## src/wolfd_defs.svh

```systemverilog
`ifndef WOLFD_DEFS_SVH
`define WOLFD_DEFS_SVH

// ----------------------------------------
// host register offsets
// ----------------------------------------
`define WOLFD_OFS_CMD 5'h00
`define WOLFD_OFS_MASK0 5'h01
`define WOLFD_OFS_CFG_LAST 5'h09
`define WOLFD_OFS_WAKE_CONTROL_STATUS 5'h0A
`define WOLFD_OFS_PM 5'h0B

// ----------------------------------------
// command / power management fields
// ----------------------------------------
`define WOLFD_PAGE_HI 7
`define WOLFD_PAGE_LO 6
`define WOLFD_PAGE3 2'h3
`define WOLFD_PM_HI 1
`define WOLFD_PM_LO 0
`define WOLFD_PM_LIGHT 2'h1
`define WOLFD_CMD_RST 8'h00
`define WOLFD_PM_RST 8'h00
`define WOLFD_WAKE_CONTROL_STATUS_RST 8'h00

// ----------------------------------------
// wake control/status fields
// ----------------------------------------
`define WOLFD_EN_LINK 0
`define WOLFD_EN_MAGIC 1
`define WOLFD_EN_FRAME 2
`define WOLFD_EV_LINK 4
`define WOLFD_EV_MAGIC 5
`define WOLFD_EV_FRAME 6
`define WOLFD_WAKE_CONTROL_STATUS_EN_MSK 8'h07
`define WOLFD_WAKE_CONTROL_STATUS_EV_MSK 8'h70

// ----------------------------------------
// configuration word layout
// ----------------------------------------
`define WOLFD_NWORDS 9
`define WOLFD_W_CRC10 4'h4
`define WOLFD_W_OFST 4'h6
`define WOLFD_W_LAST 4'h7
`define WOLFD_W_CMD 4'h8
`define WOLFD_CMD_STRIDE 4
`define WOLFD_CMD_EN 0
`define WOLFD_CASCADE_BIT 16
`define WOLFD_BYTE 8
`define WOLFD_HALF 16

// ----------------------------------------
// frame matching constants
// ----------------------------------------
`define WOLFD_CRC_INIT 16'hFFFF
`define WOLFD_CRC_POLY 16'h8005
`define WOLFD_WIN 11'h020
`define WOLFD_IDX_MAX 11'h7FF
`define WOLFD_MAGIC_SYNC 3'h6
`define WOLFD_MAC_LAST 3'h5
`define WOLFD_MAGIC_LAST_REP 5'h0F
`define WOLFD_BYTE_FF 8'hFF

`endif

```

## src/wolfd_pkg.sv

```systemverilog
`include "wolfd_defs.svh"

package wolfd_pkg;

  typedef logic [`WOLFD_NWORDS-1:0][31:0] wolfd_words_t;

  typedef enum logic [1:0] {
    MG_HUNT = 2'b00,
    MG_MAC = 2'b01,
    MG_DONE = 2'b10
  } wolfd_mg_e_t;

  typedef struct packed {
    wolfd_words_t word;
    logic [7:0] rdata;
  } wolfd_mem_t;

  typedef struct packed {
    logic [15:0] crc;
    logic last_ok;
  } wolfd_flt_t;

  typedef struct packed {
    logic [7:0] cmd;
    logic [7:0] wake_control_status;
    logic [7:0] pm;
    logic [7:0] rdata;
    logic from_mem;
    logic [10:0] byte_idx;
    logic prev_link;
    wolfd_mg_e_t mg;
    logic [2:0] ff_cnt;
    logic [2:0] mac_pos;
    logic [4:0] mac_rep;
    logic [1:0] stage;
  } wolfd_st_t;

  // bits enter lsb first, as they leave the wire
  function automatic logic [15:0] wolfd_crc16_byte(input logic [15:0] crc_in, input logic [7:0] data);
    logic [15:0] c;
    logic fb;
    c = crc_in;
    fb = 1'b0;
    for (int i = 0; i < 8; i++) begin
      fb = c[15] ^ data[i];
      c = {c[14:0], 1'b0};
      if (fb) begin
        c = c ^ `WOLFD_CRC_POLY;
      end
    end
    return c;
  endfunction

  function automatic logic [4:0] wolfd_top_bit(input logic [31:0] mask);
    logic [4:0] idx;
    idx = 5'h00;
    for (int i = 0; i < 32; i++) begin
      if (mask[i]) begin
        idx = 5'(i);
      end
    end
    return idx;
  endfunction

endpackage

```

## src/wolfd_cfg_mem.sv

```systemverilog
`timescale 1ns/1ns
`include "wolfd_defs.svh"

module wolfd_cfg_mem
  import wolfd_pkg::*;
(
  input wire logic ref_clk, // system clock
  input wire logic rstn, // async reset, active low
  input wire logic wr_en, // byte write strobe
  input wire logic [3:0] wr_idx, // word index
  input wire logic [7:0] wr_byte, // byte shifted in at the top
  input wire logic rd_en, // read strobe
  input wire logic [3:0] rd_idx, // word index to read
  output logic [7:0] rd_byte, // low byte of the word, registered
  output wolfd_words_t words // all words, for the filters
);

  wolfd_mem_t st_ff;
  wolfd_mem_t nxt_st;

  always_comb begin
    nxt_st = st_ff;
    if (wr_en && (wr_idx < 4'(`WOLFD_NWORDS))) begin
      nxt_st.word[wr_idx] = {wr_byte, st_ff.word[wr_idx][31:8]};
    end
    if (rd_en) begin
      nxt_st.rdata = (rd_idx < 4'(`WOLFD_NWORDS)) ? st_ff.word[rd_idx][7:0] : 8'h00;
    end
  end

  always_ff @(posedge ref_clk or negedge rstn) begin
    if (!rstn) begin
      st_ff <= '0;
    end else begin
      st_ff <= nxt_st;
    end
  end

  assign rd_byte = st_ff.rdata;
  assign words = st_ff.word;

endmodule

```

## src/wolfd_filter.sv

```systemverilog
`timescale 1ns/1ns
`include "wolfd_defs.svh"

module wolfd_filter
  import wolfd_pkg::*;
(
  input wire logic ref_clk, // system clock
  input wire logic rstn, // async reset, active low
  input wire logic byte_vld, // frame byte present, detection mode
  input wire logic sof, // first byte of a frame
  input wire logic [10:0] byte_idx, // index of the present byte
  input wire logic [7:0] data, // frame byte
  input wire logic [31:0] mask, // byte mask
  input wire logic [7:0] offset, // programmed offset byte
  input wire logic [15:0] crc_exp, // expected crc
  input wire logic [7:0] last_val, // expected last masked byte
  output logic hit // crc and last byte both match so far
);

  wolfd_flt_t st_ff;
  wolfd_flt_t nxt_st;
  logic [10:0] base;
  logic [10:0] rel;
  logic in_win;
  logic [4:0] last_idx;

  assign base = {2'b00, offset, 1'b0};
  assign rel = byte_idx - base;
  assign in_win = (byte_idx >= base) && (rel < `WOLFD_WIN);
  assign last_idx = wolfd_top_bit(mask);

  always_comb begin
    nxt_st = st_ff;
    if (byte_vld) begin
      if (sof) begin
        nxt_st.crc = `WOLFD_CRC_INIT;
        nxt_st.last_ok = 1'b0;
      end
      if (in_win && mask[rel[4:0]]) begin
        nxt_st.crc = wolfd_crc16_byte(nxt_st.crc, data);
      end
      if (in_win && (rel[4:0] == last_idx)) begin
        nxt_st.last_ok = (data == last_val);
      end
    end
  end

  always_ff @(posedge ref_clk or negedge rstn) begin
    if (!rstn) begin
      st_ff <= '0;
    end else begin
      st_ff <= nxt_st;
    end
  end

  // an empty mask selects no byte and can never match
  assign hit = (mask != 32'h0000_0000) && (st_ff.crc == crc_exp) && st_ff.last_ok;

endmodule

```

## src/wolfd_detector.sv

```systemverilog
`timescale 1ns/1ns
`include "wolfd_defs.svh"

module wolfd_detector
  import wolfd_pkg::*;
(
  input wire logic ref_clk, // 10 MHz system clock
  input wire logic rstn, // async reset, active low
  input wire logic [4:0] reg_addr, // host register offset
  input wire logic reg_wr, // host write strobe
  input wire logic reg_rd, // host read strobe
  input wire logic [7:0] reg_wdata, // host write data
  output logic [7:0] reg_rdata, // host read data
  input wire logic rx_valid, // receive byte strobe
  input wire logic rx_sof, // with rx_valid: first byte of frame
  input wire logic [7:0] rx_data, // receive byte
  input wire logic rx_eof, // frame end strobe, no data
  input wire logic rx_good, // with rx_eof: frame fcs good
  input wire logic rx_addr_match, // with rx_eof: address filter passed
  input wire logic [47:0] station_mac, // own mac, first byte in [47:40]
  input wire logic phy_link, // phy link status level
  output logic wake_mode, // detection mode active
  output logic normal_rx_en, // normal reception allowed
  output logic wake_out // wake indication to host
);

  // ----------------------------------------
  // state and decode
  // ----------------------------------------
  wolfd_st_t st_ff;
  wolfd_st_t nxt_st;
  wolfd_words_t words;
  logic [7:0] mem_rd;
  logic page3;
  logic mem_sel;
  logic [3:0] mem_idx;
  logic [10:0] cur_idx;
  logic frame_byte;
  logic [3:0] hit;
  logic [3:0] flt_en;
  logic [3:0] hit_q;
  logic [3:0] pass;
  logic cascade;
  logic frame_wake;
  logic magic_wake;
  logic link_wake;
  logic sel_cmd;
  logic sel_wake_control_status;
  logic sel_pm;
  logic eof_eval;

  function automatic logic [7:0] mac_byte(input logic [47:0] mac, input logic [2:0] pos);
    logic [7:0] b;
    b = 8'h00;
    case (pos)
      3'h0: b = mac[47:40];
      3'h1: b = mac[39:32];
      3'h2: b = mac[31:24];
      3'h3: b = mac[23:16];
      3'h4: b = mac[15:8];
      3'h5: b = mac[7:0];
      default: b = 8'h00;
    endcase
    return b;
  endfunction

  // page 0 only reaches the command register, everything else needs page 3
  function automatic logic reg_sel(input logic [4:0] addr, input logic [4:0] ofs, input logic pg3);
    logic hit_ofs;
    hit_ofs = (addr == ofs);
    if (ofs != `WOLFD_OFS_CMD) begin
      hit_ofs = hit_ofs && pg3;
    end
    return hit_ofs;
  endfunction

  assign page3 = (st_ff.cmd[`WOLFD_PAGE_HI:`WOLFD_PAGE_LO] == `WOLFD_PAGE3);
  assign mem_sel = page3 && (reg_addr >= `WOLFD_OFS_MASK0) && (reg_addr <= `WOLFD_OFS_CFG_LAST);
  assign mem_idx = 4'(reg_addr - `WOLFD_OFS_MASK0);
  assign wake_mode = ((st_ff.wake_control_status & `WOLFD_WAKE_CONTROL_STATUS_EN_MSK) != 8'h00)
                     && (st_ff.pm[`WOLFD_PM_HI:`WOLFD_PM_LO] == `WOLFD_PM_LIGHT);
  assign normal_rx_en = !wake_mode;
  // every frame is inspected in sleep, address is only checked at the end
  assign frame_byte = wake_mode && rx_valid;
  assign cur_idx = rx_sof ? 11'h000 : st_ff.byte_idx;
  assign cascade = words[`WOLFD_W_CMD][`WOLFD_CASCADE_BIT];
  assign sel_cmd = reg_sel(reg_addr, `WOLFD_OFS_CMD, page3);
  assign sel_wake_control_status = reg_sel(reg_addr, `WOLFD_OFS_WAKE_CONTROL_STATUS, page3);
  assign sel_pm = reg_sel(reg_addr, `WOLFD_OFS_PM, page3);
  // a frame with a bad fcs is never judged
  assign eof_eval = wake_mode && rx_eof && rx_good;

  // ----------------------------------------
  // configuration store
  // ----------------------------------------
  wolfd_cfg_mem u_cfg (
    .ref_clk(ref_clk),
    .rstn(rstn),
    .wr_en(reg_wr && mem_sel),
    .wr_idx(mem_idx),
    .wr_byte(reg_wdata),
    .rd_en(reg_rd && mem_sel),
    .rd_idx(mem_idx),
    .rd_byte(mem_rd),
    .words(words)
  );

  // ----------------------------------------
  // four wake-up frame filters
  // ----------------------------------------
  for (genvar g = 0; g < 4; g++) begin : g_flt
    assign flt_en[g] = words[`WOLFD_W_CMD][`WOLFD_CMD_STRIDE*g+`WOLFD_CMD_EN];
    wolfd_filter u_flt (
      .ref_clk(ref_clk),
      .rstn(rstn),
      .byte_vld(frame_byte),
      .sof(rx_sof),
      .byte_idx(cur_idx),
      .data(rx_data),
      .mask(words[g]),
      .offset(words[`WOLFD_W_OFST][`WOLFD_BYTE*g +: `WOLFD_BYTE]),
      .crc_exp(words[`WOLFD_W_CRC10 + 4'(g/2)][`WOLFD_HALF*(g%2) +: `WOLFD_HALF]),
      .last_val(words[`WOLFD_W_LAST][`WOLFD_BYTE*g +: `WOLFD_BYTE]),
      .hit(hit[g])
    );
  end

  assign hit_q = hit & flt_en & {4{rx_addr_match}};
  // a disabled link of the chain passes on any judged frame, one frame per link
  assign pass = hit_q | ~flt_en;

  // ----------------------------------------
  // next state
  // ----------------------------------------
  always_comb begin
    nxt_st = st_ff;
    frame_wake = 1'b0;
    magic_wake = 1'b0;
    link_wake = 1'b0;

    // ----------------------------------------
    // host register access
    // ----------------------------------------
    if (reg_rd) begin
      nxt_st.from_mem = mem_sel;
      nxt_st.rdata = 8'h00;
      if (sel_cmd) begin
        nxt_st.rdata = st_ff.cmd;
      end else if (sel_wake_control_status) begin
        nxt_st.rdata = st_ff.wake_control_status;
      end else if (sel_pm) begin
        nxt_st.rdata = st_ff.pm;
      end
    end
    if (reg_wr) begin
      if (sel_cmd) begin
        nxt_st.cmd = reg_wdata;
      end else if (sel_wake_control_status) begin
        nxt_st.wake_control_status = (reg_wdata & `WOLFD_WAKE_CONTROL_STATUS_EN_MSK) | (st_ff.wake_control_status & `WOLFD_WAKE_CONTROL_STATUS_EV_MSK & ~reg_wdata);
      end else if (sel_pm) begin
        nxt_st.pm = reg_wdata;
      end
    end

    // ----------------------------------------
    // link change, tracked always so entry into sleep gives no false event
    // ----------------------------------------
    nxt_st.prev_link = phy_link;
    link_wake = wake_mode && st_ff.wake_control_status[`WOLFD_EN_LINK] && (phy_link != st_ff.prev_link);

    // ----------------------------------------
    // frame byte counter
    // ----------------------------------------
    if (frame_byte) begin
      nxt_st.byte_idx = (cur_idx == `WOLFD_IDX_MAX) ? `WOLFD_IDX_MAX : cur_idx + 11'h001;
    end

    // ----------------------------------------
    // magic pattern: six sync bytes then sixteen copies of the mac
    // ----------------------------------------
    if (frame_byte) begin
      if (rx_sof) begin
        nxt_st.mg = MG_HUNT;
        nxt_st.ff_cnt = 3'h0;
      end
      case (nxt_st.mg)
        MG_HUNT: begin
          if (rx_data == `WOLFD_BYTE_FF) begin
            nxt_st.ff_cnt = nxt_st.ff_cnt + 3'h1;
            if (nxt_st.ff_cnt == `WOLFD_MAGIC_SYNC) begin
              nxt_st.mg = MG_MAC;
              nxt_st.mac_pos = 3'h0;
              nxt_st.mac_rep = 5'h00;
            end
          end else begin
            nxt_st.ff_cnt = 3'h0;
          end
        end
        MG_MAC: begin
          if (rx_data == mac_byte(station_mac, st_ff.mac_pos)) begin
            if (st_ff.mac_pos == `WOLFD_MAC_LAST) begin
              nxt_st.mac_pos = 3'h0;
              nxt_st.mac_rep = st_ff.mac_rep + 5'h01;
              if (st_ff.mac_rep == `WOLFD_MAGIC_LAST_REP) begin
                nxt_st.mg = MG_DONE;
              end
            end else begin
              nxt_st.mac_pos = st_ff.mac_pos + 3'h1;
            end
          end else if ((rx_data == `WOLFD_BYTE_FF) && (st_ff.mac_pos == 3'h0) && (st_ff.mac_rep == 5'h00)) begin
            nxt_st.mg = MG_MAC;
          end else begin
            // a restart may already begin with this byte
            nxt_st.mg = MG_HUNT;
            nxt_st.ff_cnt = (rx_data == `WOLFD_BYTE_FF) ? 3'h1 : 3'h0;
          end
        end
        MG_DONE: begin
          nxt_st.mg = MG_DONE;
        end
        default: begin
          nxt_st.mg = MG_HUNT;
        end
      endcase
    end

    // ----------------------------------------
    // end of frame evaluation
    // ----------------------------------------
    if (eof_eval) begin
      magic_wake = st_ff.wake_control_status[`WOLFD_EN_MAGIC] && (st_ff.mg == MG_DONE) && rx_addr_match;
      if (st_ff.wake_control_status[`WOLFD_EN_FRAME]) begin
        if (cascade) begin
          // chain: each enabled stage must match in turn, last stage wakes
          if (pass[st_ff.stage]) begin
            nxt_st.stage = st_ff.stage + 2'h1;
            frame_wake = (st_ff.stage == 2'h3);
          end
        end else begin
          frame_wake = (hit_q != 4'h0);
        end
      end
    end
    if (wake_mode && rx_eof) begin
      nxt_st.mg = MG_HUNT;
      nxt_st.ff_cnt = 3'h0;
    end
    if (!wake_mode) begin
      nxt_st.stage = 2'h0;
      nxt_st.mg = MG_HUNT;
      nxt_st.ff_cnt = 3'h0;
    end

    // ----------------------------------------
    // event bits: hardware set wins over a host clear in the same cycle
    // ----------------------------------------
    if (link_wake) begin
      nxt_st.wake_control_status[`WOLFD_EV_LINK] = 1'b1;
    end
    if (magic_wake) begin
      nxt_st.wake_control_status[`WOLFD_EV_MAGIC] = 1'b1;
    end
    if (frame_wake) begin
      nxt_st.wake_control_status[`WOLFD_EV_FRAME] = 1'b1;
    end
  end

  // ----------------------------------------
  // registers
  // ----------------------------------------
  always_ff @(posedge ref_clk or negedge rstn) begin
    if (!rstn) begin
      st_ff <= '0;
      st_ff.cmd <= `WOLFD_CMD_RST;
      st_ff.wake_control_status <= `WOLFD_WAKE_CONTROL_STATUS_RST;
      st_ff.pm <= `WOLFD_PM_RST;
      st_ff.mg <= MG_HUNT;
    end else begin
      st_ff <= nxt_st;
    end
  end

  assign reg_rdata = st_ff.from_mem ? mem_rd : st_ff.rdata;
  assign wake_out = ((st_ff.wake_control_status & `WOLFD_WAKE_CONTROL_STATUS_EV_MSK) != 8'h00);

endmodule

```

## config.mk

```make
export PLATFORM = sky130hd
export DESIGN_NAME = wolfd_detector
export DESIGN_NICKNAME = d
export VERILOG_FILES = /design/src/wolfd_pkg.sv /design/src/wolfd_cfg_mem.sv /design/src/wolfd_filter.sv /design/src/wolfd_detector.sv
export VERILOG_INCLUDE_DIRS = /design/src
export SDC_FILE = /design/constraint.sdc
export NUM_CORES = 1
export LEC_CHECK = 0
export ABC_AREA = 1
export BUFFER_PORTS_ARGS = -buffer_cell sky130_fd_sc_hd__buf_2
export CORE_MARGIN = 5
export CORE_UTILIZATION = 43
export DETAILED_ROUTE_END_ITERATION = 10
export SLEW_MARGIN = 30
export SYNTH_ARGS = -nofsm -noshare
export SYNTH_HDL_FRONTEND = slang
export SYNTH_SLANG_ARGS = --single-unit
```

## constraint.sdc

```tcl
create_clock -name ref_clk -period 5.2 [get_ports ref_clk]
set_input_delay 0 -clock ref_clk [delete_from_list [all_inputs] [get_ports ref_clk]]
set_output_delay 0 -clock ref_clk [all_outputs]
set_load 0.03 [all_outputs]
```

==> results_dict.tcl, run 1 <==
set metrics [dict create \
    critPathBufInv 2 \
    die_w_microns 259 \
    path_cells "inv_1, nor2_1, ha_1, a21oi_1, nand2_1, a21oi_1, o21ai_0, a21oi_1, o21bai_1, or2_2, a21oi_1, nand4_1, nor3b_1, nand2_1, inv_1, o21ai_0, a21oi_1, a21o_1" \
    die-area_sq_um 67000 \
    ys_seq_elements 422 \
    tightest_slew_ns 1.00 \
    clkSinkCount 422 \
    grt_pass1_vias 23600 \
    end_kind "register" \
    synthCells 3723 \
    cap_violations 0 \
    grt_start_max_net_pins 135 \
    setup_violations 0 \
    synth.most_common_cell "nand2_1" \
    drc 0 \
    detail_route.iter0.violations 2861 \
    ctsRootBufferMaster "clkbuf_16" \
    synth_seq_area_share_pct 39.6 \
    cts_setup_buffers 0 \
    max_stage_delay_ns 0.56 \
    io_buffers 89 \
    yosysTopAreaCell "dfrtp_1" \
    cts_tree "done" \
    rsz0062_at_grt "no" \
    cpLargestDelayFamily "simple AND/OR/NAND/NOR gates" \
    rrSetupSlack_ns 1.07 \
    syn_to_final_growth_pct 11.7 \
    internal_power_mw 5.87 \
    yosysWarnings 0 \
    timing.rr.start "st_ff[19]" \
    synth_ff_type "dfrtp_1" \
    synth.avg_cell_area_sq_um 7.16 \
    cts.path.max_buffers 3 \
    p_leak_nw 13.6 \
    finalMaxSlewViolations 0 \
    nets 3885 \
    synth_area_sq_um 26600 \
    dpl.cell_count 4517 \
    wl_met1_microns 43400 \
    power_frac_comb_pct 16.4 \
    clk_pin_slew_ns 0.06 \
    yosys-top-cells-area "dfrtp_1, nand2_1, o21ai_0, inv_1, a21oi_1" \
    worstRegToRegCells 18 \
    multi_input_area_sq_um 13800 \
    clk_latency_ns 0.62 \
    h-tree-depth 2 \
    wl_met3_microns 7050 \
    highest_layer "met4" \
    dr.pass1.iters 6 \
    cts_buffers 50 \
    via_per_inst 5.53 \
    max_freq_mhz 242 \
    setup.worst_path.start "st_ff[19]" \
    cts_resized 0 \
    register_area_sq_um 10600 \
    synth_nets 3853 \
    cp.required_ns 5.76 \
    synth_top_area_share_pct 39.6 \
    clockPowerShare_pct 42.7 \
    fin_crit_sh_pct 79.5 \
    p_switching_mw 2.56 \
    timing.rr.end "g_flt[0].u_flt.st_ff[6]" \
    drt-total-wl_microns 97500 \
    wl_per_cell_microns 21.1 \
    path_common_cell "a21oi_1" \
    period_needed_ns 4.13 \
    stdcell_count 4627 \
    antenna_found_initial 2 \
    ys_top_cells_by_count "nand2_1, o21ai_0, dfrtp_1, inv_1, nor2_1" \
    setup_tns_ns 0 \
    finalClockSkew_ns 0.0252 \
    place_congestion 0.927 \
    slew_headroom_pct 32.4 \
    dieHeight_microns 259 \
    run_status "finished clean" \
    arrival_ns 4.69 \
    ys_types 62 \
    swShare_pct 30.4 \
    drive_gt1_share_pct 6.73 \
    hp-class "in2reg" \
    via_count 25600 \
    vdd_drop_max_uv 237 \
    dr_wl_met2_microns 43200 \
    synth_edf_count 0 \
    initial_utilization_pct 43.3 \
    crit_type "reg2reg" \
    critical_path.endpoint "g_flt[0].u_flt.st_ff[6]" \
    grt_pass1_wl_microns 148000 \
    path_depth 18 \
    ios 90 \
    place_hpwl_microns 71200 \
    async_flop_share_pct 100 \
    grt_overflow_total 0 \
    hold_viol_final 0 \
    cp_max_fo 24 \
    setup.worst_path.start_class "register" \
    row_count 91 \
    core-area_sq_um 61600 \
    cp_slowest_cell "nand2_1" \
    p_per_area_nw_per_um2 283 \
    ant_nets 0 \
    nFillCells 6281 \
    sequentialPowerShare_pct 40.9 \
    cts_hold_buf 23 \
    grt_usage_pct 28.4 \
]
## worst min-delay path, delay by kind of cell
family	cells	cell delay, ns
AO/OA/AOI/OAI	1	0.06
buffers and inverters	1	0.13
AND/OR/NAND/NOR	2	0.41
## power by group through the flow
stage / logic, mW / clock network (mW) / registers [mW]
after detailed placement: 1.35 / 0 / 3.50
after global placement: 1.35 / 0 / 3.50
after CTS: 1.37 / 3.65 / 3.44
after floorplan: 0.830 / 0 / 3.48
after global routing: 1.51 / 3.77 / 3.45
final: 1.38 / 3.60 / 3.44
## placed cells by master, fill, tap and decap left out, types with 5 or more instances in the layout
master / Yosys / routed
nand2_1: 925 / 925
o21ai_0: 625 / 625
dfrtp_1: 422 / 422
inv_1: 416 / 416
nor2_1: 266 / 264
a21oi_1: 251 / 251
nand3_1: 126 / 124
xor2_1: 118 / 118
buf_2: 24 / 86
xnor2_1: 71 / 71
clkbuf_16: 0 / 50
ha_1: 47 / 46
nand4_1: 44 / 44
buf_4: 5 / 43
o211ai_1: 25 / 25
dlygate4sd3_1: 0 / 23
a22oi_1: 21 / 21
nor3_1: 19 / 18
nor4_1: 19 / 18
a31oi_1: 14 / 14
clkbuf_8: 0 / 13
clkinv_2: 0 / 10
a22o_1: 10 / 10
o21bai_1: 10 / 10
o31ai_1: 8 / 8
or2_2: 8 / 8
clkbuf_1: 137 / 8
nor3b_1: 7 / 7
o21ai_1: 6 / 6
inv_2: 6 / 6
a221oi_1: 6 / 6
a41oi_1: 6 / 6
nor2_4: 2 / 5
and2_1: 5 / 5
## routing by layer
| metal | vias to the layer above | track usage, % |
|---|---|---|
| li1 | 12300 | - |
| met1 | 12100 | 41.4 |
| met2 | 1042 | 44.0 |
| met3 | 166 | 3.09 |
| met4 | 0 | 10.4 |
| met5 | - | 0 |
## worst min-delay path by stage
stage | from | endpoint | slack, ns | cells past startpoint
6_report | reg_wr | st_ff[54] | 0.03 | 4
5_1_grt | phy_link | st_ff[15] | 0.06 | 2
4_1_cts | reg_wr | st_ff[54] | 0.004 | 4
3_5_place_dp | rstn | u_cfg.words[91] | 0.09 | 1
3_3_place_gp | rstn | u_cfg.words[91] | 0.1 | 1
2_1_floorplan | rstn | g_flt[0].u_flt.st_ff[0] | -0.30 | 0
## metrics by stage
step / worst slack, ns / power [mW] / hold slack, ns / utilization (%) / area, sq um
floorplan: 1.30 / 4.31 / -0.296 / - / 26600
global placement: 1.23 / 4.85 / 0.0950 / 45.2 / 27900
detailed placement: 1.17 / 4.85 / 0.0945 / 45.2 / 27900
CTS: 1.17 / 8.46 / 0.00418 / 48.3 / 29700
global route: 0.718 / 8.73 / 0.0594 / 48.3 / 29700
finish: 1.07 / 8.43 / 0.0279 / 48.3 / 29700
## area by class of cell
class	instances	area share [%]
multi-input combinational	2697	46.5
clock inverter	15	0.610
antenna	1	0.00841
clock buffer	71	4.91
sequential	422	35.5
timing repair buffer	157	3.60
inverter	427	5.40
tap	837	3.52
## registers in the layout, indices dropped and copies added (netlist names)
| register | count |
|---|---|
| g_flt.u_flt.st_ff | 68 |
| st_ff | 58 |
| u_cfg.rd_byte | 8 |
| u_cfg.words | 288 |
## logic make-up after synthesis
family / count (synthesis) / share of synthesized area, %
multiplexers: 1 / 0.0423
AO/OA/AOI/OAI: 1015 / 20.5
AND/OR/NAND/NOR: 1437 / 22.0
adder cells (fa/ha/maj): 51 / 2.51
buffers and inverters: 604 / 8.76
XOR/XNOR: 193 / 6.54
flip-flops: 422 / 39.6
Power figures use the tool's default switching activity.
==> run 2, diff against run 1 <==
--- a/config.mk
+++ b/config.mk
@@ -6,7 +6,7 @@
 export SDC_FILE = /design/constraint.sdc
 export NUM_CORES = 1
 export LEC_CHECK = 0
-export ABC_AREA = 1
+export ABC_AREA = 0
 export BUFFER_PORTS_ARGS = -buffer_cell sky130_fd_sc_hd__buf_2
 export CORE_MARGIN = 5
 export CORE_UTILIZATION = 43
==> constraint.sdc (replaced) <==
create_clock -name ref_clk -period 4 [get_ports ref_clk]
set_input_delay 0 -clock ref_clk [delete_from_list [all_inputs] [get_ports ref_clk]]
set_output_delay 0 -clock ref_clk [all_outputs]
set_load 0.03 [all_outputs]
==> results_dict.tcl, run 2 <==
set metrics [dict create \
    run_status "finished clean" \
    core-area_sq_um 61700 \
    row_count 91 \
    h-tree-depth 2 \
    fin_crit_sh_pct 95.9 \
    grt_overflow_total 0 \
    cp_slowest_cell "dfrtp_1" \
    pre_cts_slack_ns 0.0435 \
    die_w_microns 259 \
    cpLargestDelayFamily "simple AND/OR/NAND/NOR gates" \
    arrival_ns 4.37 \
    tightest_slew_ns 0.976 \
    finalClockSkew_ns 0.0272 \
    max_freq_mhz 261 \
    synth_top_area_share_pct 39.5 \
    die-area_sq_um 67300 \
    setup_slack_ns 0.163 \
    dpl.cell_count 3699 \
    hp-class "in2async" \
    nets 3066 \
    detail_route.iter0.violations 2588 \
    via_count 23600 \
    period_needed_ns 3.84 \
    cap_violations 0 \
    end_kind "register" \
    nFillCells 5772 \
    setup_tns_ns 0 \
    clockPowerShare_pct 48.7 \
    grt_pass1_vias 22400 \
    ys_types 90 \
    ios 90 \
    yosysWarnings 0 \
    wl_per_cell_microns 25.5 \
    antenna_cells 0 \
    ys_seq_elements 422 \
    rsz0062_at_grt "no" \
    yosysTopAreaCell "dfrtp_1" \
    vdd_drop_max_uv 317 \
    p_switching_mw 2.47 \
    swShare_pct 24.6 \
    total_power_mw 10.1 \
    clkSinkCount 422 \
    p_per_area_nw_per_um2 329 \
    synth_nets 2970 \
    synth_seq_area_share_pct 39.5 \
    yosys-top-cells-area "dfrtp_1, mux4_2, nand2_1, mux2_2, o21ai_0" \
    synthCells 2840 \
    grt_usage_pct 28.1 \
    stdcell_count 3810 \
    clk_pin_slew_ns 0.06 \
    layout_commonest_cell "dfrtp_1" \
    max_stage_delay_ns 0.53 \
    antenna_found_initial 1 \
    power_frac_comb_pct 8.2 \
    synth.avg_cell_area_sq_um 9.42 \
    initial_utilization_pct 43.3 \
    cts_tree "done" \
    busiest_layer "met2" \
    setup.worst_path.start_class "register" \
    clk_latency_ns 0.61 \
    cp_max_fo 14 \
    slew_headroom_pct 34.9 \
    dr.pass1.iters 6 \
    hold_viol_final 0 \
    synth_edf_count 0 \
    utilization_pct 49.6 \
    synth_area_sq_um 26700 \
    place_congestion 0.961 \
    path_cells "and2_1, ha_1, a32o_1, or3_1, a311oi_1, nor4b_2, nand3_1, a21oi_1, o21a_1, dlygate4sd3_1" \
    io_buffers 89 \
    crit_type "reg2reg" \
    drc 0 \
    cts_buffers 49 \
    async_flop_share_pct 100 \
    setup_violations 0 \
    synth.most_common_cell "dfrtp_1" \
    place_hpwl_microns 70700 \
    p_leak_nw 13.2 \
    ys_top_cells_by_count "dfrtp_1, nand2_1, nor2_1, o21ai_0, a21oi_1" \
    sequentialPowerShare_pct 43.1 \
    globalRouteMet2Util_pct 43.8 \
    cts.path.max_buffers 3 \
    ant_nets 0 \
    cp.required_ns 4.54 \
    met3_usage_pct 4.17 \
    internal_power_mw 7.60 \
    dieHeight_microns 259 \
    critPathBufInv 1 \
    ctsRootBufferMaster "clkbuf_16" \
    final_cell_mix "dfrtp_1, nand2_1, nor2_1, o21ai_0, a21oi_1" \
    drt-total-wl_microns 97100 \
    via_per_inst 6.19 \
    syn_to_final_growth_pct 14.4 \
    synth_ff_type "dfrtp_1" \
    grt_pass1_wl_microns 145000 \
    finalMaxSlewViolations 0 \
    met1_usage_pct 40.0 \
    largest_register_ffs 288 \
    drive_gt1_share_pct 18.3 \
    grt_start_max_net_pins 142 \
]
-- run 2: cell types whose count changed after synthesis, sizes merged, moves of 26 or more --
cell	change
inv	-332
mux2	+109
nand2	-592
o21ai	-391
mux2i	+34
nor2b	+27
nand3	-89
xnor2	+26
nor3	+64
mux4	+101
nor4	+53
a21oi	-51
-- run 2: tightest hold or removal path: cells and delay by family --
kind	cells	cell delay, ns
buffers and inverters	3	0.98
-- run 2: timing repair --
action,CTS,global route
resized for setup,0,5
hold buffers,23,0
buffers inserted,0,0
endpoints found under the setup margin,0,15
hold endpoints to repair,512,0
-- run 2: worst paths after layout --
path / start / to / slack, ns / cells after the start
max in group asynchronous: rstn / u_cfg.words[37] / 3.11 / 3
worst max register to register: st_ff[7] / st_ff[12] / 0.16 / 10
min in group ref_clk: reg_wr / st_ff[50] / 0.03 / 5
worst min-delay path: rstn / g_flt[2].u_flt.st_ff[6] / 0.02 / 3
worst min register to register: u_cfg.words[275] / u_cfg.words[275] / 0.48 / 2
worst max-delay path: st_ff[7] / st_ff[12] / 0.16 / 10
-- run 2: through the flow --
stage               hold slack, ns  area [sq um]
finish                      0.0184         30600
detailed placement         -0.0708         28600
floorplan                   -0.296         26700
CTS                       0.000652         30600
global route                0.0518         30600
global placement           -0.0786         28600
-- run 2: kinds of logic (layout without fill, tap and decap cells) --
| group | after synthesis | after routing | share of synthesized area (%) |
|---|---|---|---|
| compound gates | 676 | 676 | 15.5 |
| simple gates | 960 | 960 | 16.9 |
| buf+inv | 282 | 415 | 4.18 |
| fa+ha+maj | 51 | 51 | 2.50 |
| xor+xnor | 204 | 204 | 7.02 |
| flops | 422 | 422 | 39.5 |
| mux | 245 | 245 | 14.5 |
-- run 2: per-layer routing --
| layer | vias up | part of all wire, % |
|---|---|---|
| li1 | 10500 | - |
| met5 | - | 0 |
| met4 | 0 | 4.3 |
| met2 | 1255 | 45 |
| met1 | 11600 | 42 |
| met3 | 208 | 8.7 |
-- run 2: area by class of cell --
type,count,area (sq um),area share (%)
flip-flops and latches,422,10600,34.5
clock inverters,24,363,1.19
multi-input cells,2136,15200,49.7
clock buffers,64,1380,4.49
inverters,92,345,1.13
repair buffers,235,1710,5.59
well taps,837,1050,3.42
-- run 2: power groups by stage --
stage	combinational (mW)	clock, mW	sequential (mW)
3_3_place_gp	0.788	0	4.42
2_1_floorplan	0.456	0	4.41
6_report	0.822	4.91	4.35
4_1_cts	0.820	4.97	4.34
3_5_place_dp	0.799	0	4.42
5_1_grt	0.885	5.14	4.35
